===== config.mk =====
export PLATFORM = sky130hd
export DESIGN_NAME = fe_device_flat
export DESIGN_NICKNAME = d
export VERILOG_FILES = /design/src/hdl/fe_pkg.sv /design/src/hdl/fe_link_if.sv /design/src/hdl/fe_device.sv /design/src/flat_wrapper.sv
export SDC_FILE = /design/constraint.sdc
export NUM_CORES = 1
export LEC_CHECK = 0
export ABC_AREA = 1
export BUFFER_PORTS_ARGS = -buffer_cell sky130_fd_sc_hd__buf_2
export CAP_MARGIN = 20
export CORE_ASPECT_RATIO = 2
export CORE_MARGIN = 2
export CORE_UTILIZATION = 50
export CTS_CLUSTER_DIAMETER = 200
export DETAILED_ROUTE_END_ITERATION = 16
export HOLD_SLACK_MARGIN = 0.02
export PLACE_DENSITY = 0.63
export SLEW_MARGIN = 20
export SYNTH_ARGS = -nofsm -noshare
export SYNTH_HDL_FRONTEND = slang
export SYNTH_SLANG_ARGS = --single-unit

===== constraint.sdc =====
create_clock -name pclk -period 3.73 [get_ports pclk]
set_input_delay 0.746 -clock pclk [delete_from_list [all_inputs] [get_ports pclk]]
set_output_delay 0.746 -clock pclk [all_outputs]
set_load 0.005 [all_outputs]

===== src/hdl/fe_pkg.sv =====
package fe_pkg;

   typedef enum logic [2:0] {ST_PD, ST_PG, ST_RX, ST_TX, ST_UF} fe_state_e;
   typedef enum logic [2:0] {HS_IDLE, HS_LEAD, HS_HIGH, HS_LOW, HS_TAIL} spi_phase_e;

   // Clock and settling times
   localparam int CLK_NS        = 10;
   localparam int T_TRX_PD_NS   = 10000;
   localparam int T_PD_PG_NS    = 17500;
   localparam int T_PG_TRX_NS   = 10500;
   localparam int T_TRX_PG_NS   = 3000;
   localparam int T_PG_PD_NS    = 10000;
   localparam int CNT_W         = 11;
   localparam logic [CNT_W-1:0] C_TRX_PD = CNT_W'(T_TRX_PD_NS / CLK_NS);
   localparam logic [CNT_W-1:0] C_PD_PG  = CNT_W'(T_PD_PG_NS / CLK_NS);
   localparam logic [CNT_W-1:0] C_PG_TRX = CNT_W'(T_PG_TRX_NS / CLK_NS);
   localparam logic [CNT_W-1:0] C_TRX_PG = CNT_W'(T_TRX_PG_NS / CLK_NS);
   localparam logic [CNT_W-1:0] C_PG_PD  = CNT_W'(T_PG_PD_NS / CLK_NS);
   localparam logic [CNT_W-1:0] C_ZERO   = 11'h000;

   // Serial link framing
   localparam int SCK_PERIOD_NS = 160;
   localparam logic [3:0] SCK_HALF = 4'(SCK_PERIOD_NS / CLK_NS / 2);
   localparam logic [4:0] BITS_HDR   = 5'h08;
   localparam logic [4:0] BITS_FRAME = 5'h10;
   localparam logic [4:0] BITS_LAST  = 5'h0f;
   localparam logic [1:0] CMD_RD = 2'h2;
   localparam logic [1:0] CMD_WR = 2'h3;

   // Device register addresses
   localparam logic [5:0] ADDR_TXC = 6'h00;
   localparam logic [5:0] ADDR_RXC = 6'h01;
   localparam logic [5:0] ADDR_FA  = 6'h02;
   localparam logic [5:0] ADDR_FB  = 6'h03;

   // Device register fields and reset values
   localparam int GAIN_W      = 5;
   localparam int TXC_TX_EN   = 0;
   localparam int TXC_MODE    = 1;
   localparam int TXC_GAIN_LO = 2;
   localparam int RXC_RX_EN   = 0;
   localparam int RXC_UNLOCK  = 1;
   localparam int RXC_KEY_LO  = 4;
   localparam logic [3:0] KEY_ENTER = 4'h5;
   localparam int FUSE_SRC    = 7;
   localparam int FUSE_BURN   = 5;
   localparam logic [7:0] REG_RST  = 8'h00;
   localparam logic [5:0] FUSE_RST = 6'h00;

   // Burn wait kept by the host
   localparam int BURN_WAIT_NS = 500000;

   // Host register offsets and fields
   localparam logic [11:0] OFF_PINS = 12'h000;
   localparam logic [11:0] OFF_CMD  = 12'h004;
   localparam logic [11:0] OFF_STAT = 12'h008;
   localparam int PIN_PWR  = 0;
   localparam int PIN_RX   = 1;
   localparam int PIN_TX   = 2;
   localparam int PIN_MODE = 3;
   localparam int PIN_ANT  = 4;
   localparam int STAT_BUSY = 0;
   localparam int STAT_BURN = 1;
   localparam int STAT_RD_LO = 8;

   // Device pin synchroniser slots
   localparam int SY_PWR  = 0;
   localparam int SY_RX   = 1;
   localparam int SY_TX   = 2;
   localparam int SY_MODE = 3;
   localparam int SY_ANT  = 4;
   localparam int SY_SCK  = 5;
   localparam int SY_CSN  = 6;
   localparam int SY_MOSI = 7;

endpackage


===== src/hdl/fe_link_if.sv =====
`timescale 1ns/1ns
interface fe_link_if;
   logic power_off_control;
   logic rx_request;
   logic tx_request;
   logic mode_pin;
   logic antenna_choice;
   logic sck;
   logic csn;
   logic mosi;
   logic miso;

   modport dev (
      input  power_off_control,
      input  rx_request,
      input  tx_request,
      input  mode_pin,
      input  antenna_choice,
      input  sck,
      input  csn,
      input  mosi,
      output miso
   );

   modport host (
      output power_off_control,
      output rx_request,
      output tx_request,
      output mode_pin,
      output antenna_choice,
      output sck,
      output csn,
      output mosi,
      input  miso
   );
endinterface


===== src/hdl/fe_device.sv =====
// The address map and the APB interface to the registers are this design's own decisions.
`timescale 1ns/1ns
// Summary of operation
// - Power control low holds power-down, paths off
// - Power control high enters program, registers reset
// - Requests from pins or control register fields
// - Receive state enables low noise amp, receive
// - Transmit state enables power amp, transmit
// - Host never requests two states at once
// - Fuse state entered from program after unlock
// - Non-radio states isolate both antenna ports
// - Radio states connect port by antenna choice
// - Serial changes timed from sixteenth falling edge
// - Power control settling: 10, 17.5, 10 us
// - Request settling: 10.5 us on, 3 us off
// - Host keeps gain steady while transmitting
// - Mode change in program reloads gain preset
// - Mode set loads preset B, clear A
// - Preset source picks factory or user value
// - Serial gain write in program overrides preset
// - Transmit by same write or later pin
// - Host unlocks, then writes enter key
// - Host writes B, A, burn, waits 0.5 ms
// - Host cycles power control after burn
// - Fuse state reads back burned fuse contents
// - Fuse registers reachable only in fuse state
module fe_device #(
   parameter logic [4:0] PRESET_A_FACTORY = 5'h0a,
   parameter logic [4:0] PRESET_B_FACTORY = 5'h14
) (
   // Clock and reset
   input  logic                    pclk,
   input  logic                    presetn,
   // Link to host
   fe_link_if.dev                  link,
   // Front-end controls
   output fe_pkg::fe_state_e       state,
   output logic                    settled,
   output logic                    lna_en,
   output logic                    rx_path_en,
   output logic                    pa_en,
   output logic                    tx_path_en,
   output logic                    antenna_port_one,
   output logic                    antenna_port_two,
   output logic [fe_pkg::GAIN_W-1:0] tx_gain
);

   typedef struct packed {
      logic [7:0]               s1;
      logic [7:0]               s2;
      logic                     sck_d;
      logic                     mode_d;
      fe_pkg::fe_state_e        st;
      logic [fe_pkg::CNT_W-1:0] cnt;
      logic [15:0]              shin;
      logic [4:0]               bits;
      logic [7:0]               miso_sh;
      logic [7:0]               tx_control_reg;
      logic [7:0]               rx_control_reg;
      logic [7:0]               fuse_prog_a_reg;
      logic [7:0]               fuse_prog_b_reg;
      logic [fe_pkg::GAIN_W-1:0] gain;
      logic [5:0]               user_fuse_area_a;
      logic [5:0]               user_fuse_area_b;
   } dev_s;

   dev_s r_r;
   dev_s r_nxt;

   function automatic logic [fe_pkg::GAIN_W-1:0] preset(input logic m, input logic [5:0] ua, input logic [5:0] ub);
      logic [fe_pkg::GAIN_W-1:0] g;
      if (m) begin
         g = ub[5] ? ub[fe_pkg::GAIN_W-1:0] : PRESET_B_FACTORY;
      end else begin
         g = ua[5] ? ua[fe_pkg::GAIN_W-1:0] : PRESET_A_FACTORY;
      end
      return g;
   endfunction

   function automatic logic reachable(input logic [5:0] a, input fe_pkg::fe_state_e s);
      logic ok;
      ok = 1'b0;
      if (a == fe_pkg::ADDR_TXC || a == fe_pkg::ADDR_RXC) begin
         ok = (s != fe_pkg::ST_PD);
      end else if (a == fe_pkg::ADDR_FA || a == fe_pkg::ADDR_FB) begin
         ok = (s == fe_pkg::ST_UF);
      end
      return ok;
   endfunction

   logic        pwr;
   logic        rx_req;
   logic        tx_req;
   logic        eff_mode;
   logic        sck_rise;
   logic        sck_fall;
   logic        uf_go;
   logic [1:0]  cmd;
   logic [5:0]  addr;
   logic [7:0]  data;
   logic [7:0]  rd_val;

   always_comb begin
      r_nxt = r_r;
      r_nxt.s1 = {link.mosi, link.csn, link.sck, link.antenna_choice,
                  link.mode_pin, link.tx_request, link.rx_request, link.power_off_control};
      r_nxt.s2 = r_r.s1;
      r_nxt.sck_d = r_r.s2[fe_pkg::SY_SCK];
      pwr = r_r.s2[fe_pkg::SY_PWR];
      rx_req = r_r.s2[fe_pkg::SY_RX] | r_r.rx_control_reg[fe_pkg::RXC_RX_EN];
      tx_req = r_r.s2[fe_pkg::SY_TX] | r_r.tx_control_reg[fe_pkg::TXC_TX_EN];
      eff_mode = r_r.s2[fe_pkg::SY_MODE] | r_r.tx_control_reg[fe_pkg::TXC_MODE];
      r_nxt.mode_d = eff_mode;
      sck_rise = r_r.s2[fe_pkg::SY_SCK] & ~r_r.sck_d;
      sck_fall = ~r_r.s2[fe_pkg::SY_SCK] & r_r.sck_d;
      uf_go = 1'b0;
      cmd = r_r.shin[15:14];
      addr = r_r.shin[13:8];
      data = r_r.shin[7:0];
      rd_val = fe_pkg::REG_RST;
      if (reachable(r_r.shin[5:0], r_r.st)) begin
         if (r_r.shin[5:0] == fe_pkg::ADDR_TXC) begin
            rd_val = r_r.tx_control_reg;
         end else if (r_r.shin[5:0] == fe_pkg::ADDR_RXC) begin
            rd_val = r_r.rx_control_reg;
         end else if (r_r.shin[5:0] == fe_pkg::ADDR_FA) begin
            rd_val = r_r.fuse_prog_a_reg;
         end else begin
            rd_val = r_r.fuse_prog_b_reg;
         end
      end

      if (r_r.cnt != fe_pkg::C_ZERO) begin
         r_nxt.cnt = r_r.cnt - 11'h001;
      end

      // Preset reload on any mode change in program state
      if (r_r.st == fe_pkg::ST_PG && eff_mode != r_r.mode_d) begin
         r_nxt.gain = preset(eff_mode, r_r.user_fuse_area_a, r_r.user_fuse_area_b);
      end

      // Serial slave
      if (r_r.s2[fe_pkg::SY_CSN]) begin
         r_nxt.bits = 5'h00;
         r_nxt.miso_sh = fe_pkg::REG_RST;
      end else if (sck_rise) begin
         r_nxt.shin = {r_r.shin[14:0], r_r.s2[fe_pkg::SY_MOSI]};
         r_nxt.bits = r_r.bits + 5'h01;
      end else if (sck_fall) begin
         if (r_r.bits == fe_pkg::BITS_HDR) begin
            r_nxt.miso_sh = r_r.shin[7] ? rd_val : fe_pkg::REG_RST;
         end else if (r_r.bits > fe_pkg::BITS_HDR) begin
            r_nxt.miso_sh = {r_r.miso_sh[6:0], 1'b0};
         end
         if (r_r.bits == fe_pkg::BITS_FRAME && cmd == fe_pkg::CMD_WR && reachable(addr, r_r.st)) begin
            if (addr == fe_pkg::ADDR_TXC) begin
               r_nxt.tx_control_reg = data;
               if (r_r.st == fe_pkg::ST_PG) begin
                  r_nxt.gain = data[fe_pkg::TXC_GAIN_LO +: fe_pkg::GAIN_W];
               end
            end else if (addr == fe_pkg::ADDR_RXC) begin
               r_nxt.rx_control_reg = data;
               uf_go = (r_r.st == fe_pkg::ST_PG) && r_r.rx_control_reg[fe_pkg::RXC_UNLOCK] &&
                       (data[fe_pkg::RXC_KEY_LO +: 4] == fe_pkg::KEY_ENTER);
            end else if (addr == fe_pkg::ADDR_FA) begin
               r_nxt.fuse_prog_a_reg = data & ~(8'h01 << fe_pkg::FUSE_BURN);
               if (data[fe_pkg::FUSE_BURN]) begin
                  r_nxt.user_fuse_area_a = {data[fe_pkg::FUSE_SRC], data[fe_pkg::GAIN_W-1:0]};
                  r_nxt.user_fuse_area_b = {r_r.fuse_prog_b_reg[fe_pkg::FUSE_SRC],
                                            r_r.fuse_prog_b_reg[fe_pkg::GAIN_W-1:0]};
               end
            end else begin
               r_nxt.fuse_prog_b_reg = data;
            end
         end
      end

      // Operating state machine
      case (r_r.st)
         fe_pkg::ST_PD: begin
            r_nxt.tx_control_reg = fe_pkg::REG_RST;
            r_nxt.rx_control_reg = fe_pkg::REG_RST;
            r_nxt.fuse_prog_a_reg = fe_pkg::REG_RST;
            r_nxt.fuse_prog_b_reg = fe_pkg::REG_RST;
            r_nxt.gain = preset(r_r.s2[fe_pkg::SY_MODE], r_r.user_fuse_area_a, r_r.user_fuse_area_b);
            if (pwr) begin
               r_nxt.st = fe_pkg::ST_PG;
               r_nxt.cnt = fe_pkg::C_PD_PG;
            end
         end
         fe_pkg::ST_PG: begin
            if (!pwr) begin
               r_nxt.st = fe_pkg::ST_PD;
               r_nxt.cnt = fe_pkg::C_PG_PD;
            end else if (uf_go) begin
               r_nxt.st = fe_pkg::ST_UF;
               r_nxt.cnt = fe_pkg::C_ZERO;
               r_nxt.fuse_prog_a_reg = {r_r.user_fuse_area_a[5], 2'h0, r_r.user_fuse_area_a[4:0]};
               r_nxt.fuse_prog_b_reg = {r_r.user_fuse_area_b[5], 2'h0, r_r.user_fuse_area_b[4:0]};
            end else if (r_r.cnt == fe_pkg::C_ZERO && rx_req) begin
               r_nxt.st = fe_pkg::ST_RX;
               r_nxt.cnt = fe_pkg::C_PG_TRX;
            end else if (r_r.cnt == fe_pkg::C_ZERO && tx_req) begin
               r_nxt.st = fe_pkg::ST_TX;
               r_nxt.cnt = fe_pkg::C_PG_TRX;
            end
         end
         fe_pkg::ST_RX: begin
            if (!pwr) begin
               r_nxt.st = fe_pkg::ST_PD;
               r_nxt.cnt = fe_pkg::C_TRX_PD;
            end else if (!rx_req) begin
               r_nxt.st = fe_pkg::ST_PG;
               r_nxt.cnt = fe_pkg::C_TRX_PG;
            end
         end
         fe_pkg::ST_TX: begin
            if (!pwr) begin
               r_nxt.st = fe_pkg::ST_PD;
               r_nxt.cnt = fe_pkg::C_TRX_PD;
            end else if (!tx_req) begin
               r_nxt.st = fe_pkg::ST_PG;
               r_nxt.cnt = fe_pkg::C_TRX_PG;
            end
         end
         default: begin
            if (!pwr) begin
               r_nxt.st = fe_pkg::ST_PD;
               r_nxt.cnt = fe_pkg::C_PG_PD;
            end
         end
      endcase
   end

   always_ff @(posedge pclk or negedge presetn) begin
      if (!presetn) begin
         r_r <= '0;
      end else begin
         r_r <= r_nxt;
      end
   end

   // Decoded controls
   assign state = r_r.st;
   assign settled = (r_r.cnt == fe_pkg::C_ZERO);
   assign lna_en = settled && r_r.st == fe_pkg::ST_RX;
   assign rx_path_en = settled && r_r.st == fe_pkg::ST_RX;
   assign pa_en = settled && r_r.st == fe_pkg::ST_TX;
   assign tx_path_en = settled && r_r.st == fe_pkg::ST_TX;
   assign antenna_port_one = (lna_en || pa_en) && !r_r.s2[fe_pkg::SY_ANT];
   assign antenna_port_two = (lna_en || pa_en) && r_r.s2[fe_pkg::SY_ANT];
   assign tx_gain = r_r.gain;
   assign link.miso = r_r.miso_sh[7];

endmodule


===== src/flat_wrapper.sv =====
// flat-port wrapper written by rule: the top's interface ports become plain ports
module fe_device_flat 
#(
   parameter logic [4:0] PRESET_A_FACTORY = 5'h0a,
   parameter logic [4:0] PRESET_B_FACTORY = 5'h14
)
  (pclk, presetn, state, settled, lna_en, rx_path_en, pa_en, tx_path_en, antenna_port_one, antenna_port_two, tx_gain, link_power_off_control, link_rx_request, link_tx_request, link_mode_pin, link_antenna_choice, link_sck, link_csn, link_mosi, link_miso);
  fe_link_if link_i ();
  input  logic pclk;
  input  logic presetn;
  output fe_pkg::fe_state_e state;
  output logic settled;
  output logic lna_en;
  output logic rx_path_en;
  output logic pa_en;
  output logic tx_path_en;
  output logic antenna_port_one;
  output logic antenna_port_two;
  output logic [fe_pkg::GAIN_W-1:0] tx_gain;
  input wire logic [$bits(link_i.power_off_control)-1:0] link_power_off_control;
  input wire logic [$bits(link_i.rx_request)-1:0] link_rx_request;
  input wire logic [$bits(link_i.tx_request)-1:0] link_tx_request;
  input wire logic [$bits(link_i.mode_pin)-1:0] link_mode_pin;
  input wire logic [$bits(link_i.antenna_choice)-1:0] link_antenna_choice;
  input wire logic [$bits(link_i.sck)-1:0] link_sck;
  input wire logic [$bits(link_i.csn)-1:0] link_csn;
  input wire logic [$bits(link_i.mosi)-1:0] link_mosi;
  output wire logic [$bits(link_i.miso)-1:0] link_miso;
  assign link_i.power_off_control = link_power_off_control;
  assign link_i.rx_request = link_rx_request;
  assign link_i.tx_request = link_tx_request;
  assign link_i.mode_pin = link_mode_pin;
  assign link_i.antenna_choice = link_antenna_choice;
  assign link_i.sck = link_sck;
  assign link_i.csn = link_csn;
  assign link_i.mosi = link_mosi;
  assign link_miso = link_i.miso;
  fe_device #(.PRESET_A_FACTORY(PRESET_A_FACTORY), .PRESET_B_FACTORY(PRESET_B_FACTORY)) u_core (.pclk(pclk), .presetn(presetn), .link(link_i), .state(state), .settled(settled), .lna_en(lna_en), .rx_path_en(rx_path_en), .pa_en(pa_en), .tx_path_en(tx_path_en), .antenna_port_one(antenna_port_one), .antenna_port_two(antenna_port_two), .tx_gain(tx_gain));
endmodule

Word level (Yosys, flattened, before mapping)
Cells that the tools add are included.

Equal/unequal tests: 24. Reduce and logical (&&, ||, !) cells: 36. Add/subtract/negate cells: 2. Mux-type cells: 60. Bitwise operators: 11. Divide/modulo/power cells: 0. Multipliers: 0. Shifts and indexed selects: 0. Magnitude comparators: 1.

Operators with widths (number): 14-bit 2-to-1 mux (10); 57-bit 2-to-1 mux (2); 49-bit 2-to-1 mux (2); 8-bit 2-to-1 mux (11); 16-bit 2-to-1 mux (4); 14-bit one-hot mux with 4 select lines (1); 12-bit 2-to-1 mux (4); 5-bit 2-to-1 mux (9); 16-bit one-hot mux with 2 select lines (1); 6-bit by 2-bit == test with 1-bit output (second input constant) (4); 24-bit 2-to-1 mux (1); 1-bit 2-to-1 mux (13); 13-bit 2-to-1 mux (1); 6-bit by 1-bit == test with 1-bit output (second input constant) (2); 6-bit zero test (2); 2-bit nonzero test (6); 1-bit logical AND (11); 11-bit zero test (1); 11-bit 2-to-1 mux (1); 11-bit nonzero test (1); 11-bit by 1-bit subtractor with 11-bit output (second input constant) (1); 5-bit != test (second input constant) (2); 5-bit AND reduction (2); 8-bit AND reduction (1); 23 further kinds (41).

Bits in read-only memories: 0. Latch bits: 0. Memories: 0. Register bits: 110. Memory bits (writable): 0.

Logic depth before layout (Yosys ltp)
Depth in word-level cells: 15. Depth in mapped cells: 12. Gate-level depth less buffers: 12.

Least setup slack after synthesis
Ideal clock, no wire load.

Path kind: register to output. From: register u_core.r_r[78] (netlist bit). To: output tx_path_en. Slack: 1.482 ns. Cell stages (with the launch flop): 9. Arrival time: 1.502 ns. Data required time: 2.984 ns. Cell sequence: dfrtp_1 > inv_1 > ha_1 > nand2_1 > nor2_1 > nand2_2 > buf_6 > nor3_1 > buf_4.

Word-level cells in the longest chain between the ends: 2.

RTL lines: from (decl) (RTL line fe_device.sv:67) `dev_s r_r;`; from (signal assigned) (RTL line fe_device.sv:239) `r_r <= r_nxt;`; 11-bit zero test (RTL line fe_device.sv:245) `assign settled = (r_r.cnt == fe_pkg::C_ZERO);`; 1-bit logical AND; to (decl) (RTL line flat_wrapper.sv:16) `output logic tx_path_en;`.

Every way passes these cells.

Worst setup path after layout
From: register u_core.r_r[78] (netlist bit). To: output pa_en.

Word-level cells in the longest chain between the ends: 2.

RTL lines: 11-bit zero test (RTL line fe_device.sv:245); 1-bit logical AND (RTL line fe_device.sv:248) `assign pa_en = settled && r_r.st == fe_pkg::ST_TX;`; to (decl) (RTL line flat_wrapper.sv:15) `output logic pa_en;`.

Every way passes these cells.

==> impl_metrics.yaml <==
clocking:
  htree_levels: 3
  clockBufferDepth: 2
  clk_latency_ns: 0.35
  cts-root-buf: "clkbuf_16"
  cts_made_buffers: 9
  cts_sinks: 110
  cts_setup_buffers: 0
  ctsHoldBuffers: 0
  clkSlewWorstSetupHoldPaths_ns: 0.07
  cts_resized: 0
  cts_tree: "yes"
yosys:
  netlist_instances: 745
  syn_area_sq_um: 5960
  ys_ff_latch: 110
  ys_seq_area_share_pct: 46.2
  ys.flop_type: "dfrtp_1"
  synth_commonest_cells: "203 x nand2_1, 110 x dfrtp_1, 66 x nor2_1"
  synth.distinct_cells: 41
  synth_nets: 758
  ys_top_cells_by_area: "dfrtp_1 46%, nand2_1 13%, o21ai_0 5.0%"
  synth_top_area_share_pct: 46.2
  yosysMostFrequentCell: "nand2_1"
  yosys.area.top_type: "dfrtp_1"
  ys_warn_count: 0
  synth-async-reset-ratio_pct: 100
  syn_area_per_cell_sq_um: 7.99
  synth-edff-count: 0
floorplanning:
  dieHeight_um: 158
  start_util_pct: 50.9
  fp-row-count: 56
  fp.dieW_um: 81.2
  die-area_sq_um: 12900
  core_area_sq_um: 11700
  io-pin-count: 26
critical_path:
  cp-end-kind: "output port"
  critPathLaunchType: "flip-flop"
  worstPathMaxFanout: 14
  required_ns: 2.98
  worst-setup-path-type: "reg2out"
  critical_path_arrival_ns: 1.93
grt:
  antenna_found_initial: 0
  grt_max_degree: 67
  grt_pass1_vias: 4672
  grt_pass1_wl_um: 23200
  grt_usage_pct: 24.1
  grt_overflow: 0
power:
  p_clk_share_pct: 28.1
  p_int_mw: 2.20
  power_mw: 3.47
  leakage_nw: 3.11
  switchingPower_mw: 1.27
  pwr-share-seq_pct: 41.7
  vdd_drop_max_v: 0.000267
  p_per_area_nw_per_um2: 545
  power_frac_comb_pct: 30.2
  switching_share_pct: 36.5
route:
  drt_first_iter_violations: 236
  drt_pass1_iterations: 5
  drc: 0
  routedWlPerCell_um: 16.1
  routed_wl_um: 14500
  routed_via_density: 5.33
  ant_nets: 0
  vias: 4808
timing:
  tns_ns: 0
  tightestPinTransition_ns: 1.01
  final.period_utilization_pct: 71.8
  slew-limit-headroom_pct: 32.6
  hold-worst-slack_ns: 0.349
  report.final.hold_viol_count: 0
  fin_crit_ns: 2.68
  setup_violations: 0
  setup_ws_ns: 1.05
  finalMaxSlewViolations: 0
  rsz0062_at_grt: "false"
  clock_skew_ns: 0.00800
  fmax_mhz: 373
layout:
  nets: 766
  fin_area_sq_um: 6370
  fillers: 1124
  multi_input_area_sq_um: 2690
  antenna_cells: 0
  instances_no_fill: 902
  fin_util_pct: 54.4
  final_layout_size_suffix_gt1_share_pct: 16.4
  ff_latch_area_sq_um: 2750
  area_growth_pct: 6.91
place:
  dp_hpwl_um: 11000
  dp_cells: 887
  place_ws_ns: 1.18
  postPlaceCellArea_sq_um: 6070
  io_buffers: 25
  gp_congestion: 0.900
run_status:
  status: "finished, final reports clean"
flow_run:
  maxCapViolations: 0
min_path:
  min_path_type: "reg2reg"
==> cell families after synthesis <==
kind of cell	after synthesis	share of synthesized area [%]
adder cells (fa/ha/maj)	3	0.630
AND/OR/NAND/NOR	363	28.9
XOR/XNOR	7	1.03
buffers and inverters	107	8.63
flip-flops	110	46.2
AO/OA/AOI/OAI	155	14.6
==> per-layer routing <==
layer  vias up  track usage (%)  share of wire (%)
li1       2420                -                  -
met3        25             3.00                1.9
met1      2288             26.1                 39
met4         0             9.60                3.0
met2        75             45.8                 56
met5         -                0                  0
==> cells in the final DEF (no fill, tap or decap), types with 8 or more instances in the layout <==
master     instances
nand3_1           28
clkbuf_16          9
nor3_1             9
nand2_1          203
inv_1             59
dfrtp_1          110
a21oi_1           23
inv_2             18
nor2_1            66
nand3_2            8
o21ai_0           60
nand2_2           14
o211ai_1           8
o21ai_2           14
o21ai_1           44
buf_2             24
==> power groups by stage <==
stage | sequential (mW) | clock, mW | combinational (mW)
after floorplan | 1.42 | 0 | 0.831
after global placement | 1.47 | 0 | 1.04
after detailed placement | 1.47 | 0 | 1.05
after CTS | 1.45 | 0.997 | 1.06
after global routing | 1.46 | 1.04 | 1.18
final | 1.45 | 0.977 | 1.05
==> final cells by class <==
cell class              instances  area share, %
multi-input cells             528           42.2
repair buffers                 27           2.44
clock buffers                  12           4.03
flip-flops and latches        110           43.2
clock inverters                 3          0.688
well taps                     145           2.85
inverters                      77           4.54
==> worst max-delay path: stages, from the launching register on <==
cell and delay (ns):
dfrtp_1 0.39, inv_1 0.08, ha_1 0.21, nand2_1 0.11, nor2_1 0.19, nand2_2 0.22
nor3_1 0.23, buf_2 0.16
==> flip-flops by register name (all words and copies together), names as in the netlist <==
| signal | count |
|---|---|
| u_core.r_nxt | 9 |
| u_core.link.miso | 1 |
| u_core.cmd | 2 |
| u_core.state | 3 |
| u_core.data | 8 |
| u_core.r_r | 75 |
| u_core.addr | 6 |
| u_core.pwr | 1 |
| u_core.tx_gain | 5 |
==> path summary, 6_finish.rpt <==
path / from / endpoint / slack, ns / cells after the start
min: u_core.r_nxt[101]$_DFF_PN0_ / u_core.r_r[101]$_DFF_PN0_ / 0.35 / 0
min reg2reg: u_core.r_nxt[101]$_DFF_PN0_ / u_core.r_r[101]$_DFF_PN0_ / 0.35 / 0
max reg2reg: u_core.state[2]$_DFFE_PN0P_ / u_core.r_r[18]$_DFF_PN0_ / 1.22 / 6
max in group asynchronous: presetn / u_core.r_nxt[93]$_DFF_PN0_ / 2.50 / 2
max: u_core.r_r[78]$_DFF_PN0_ / pa_en / 1.05 / 7
min in group asynchronous: presetn / u_core.tx_gain[2]$_DFF_PN0_ / 0.49 / 1
Note: power is estimated with default switching activity, not from simulation.
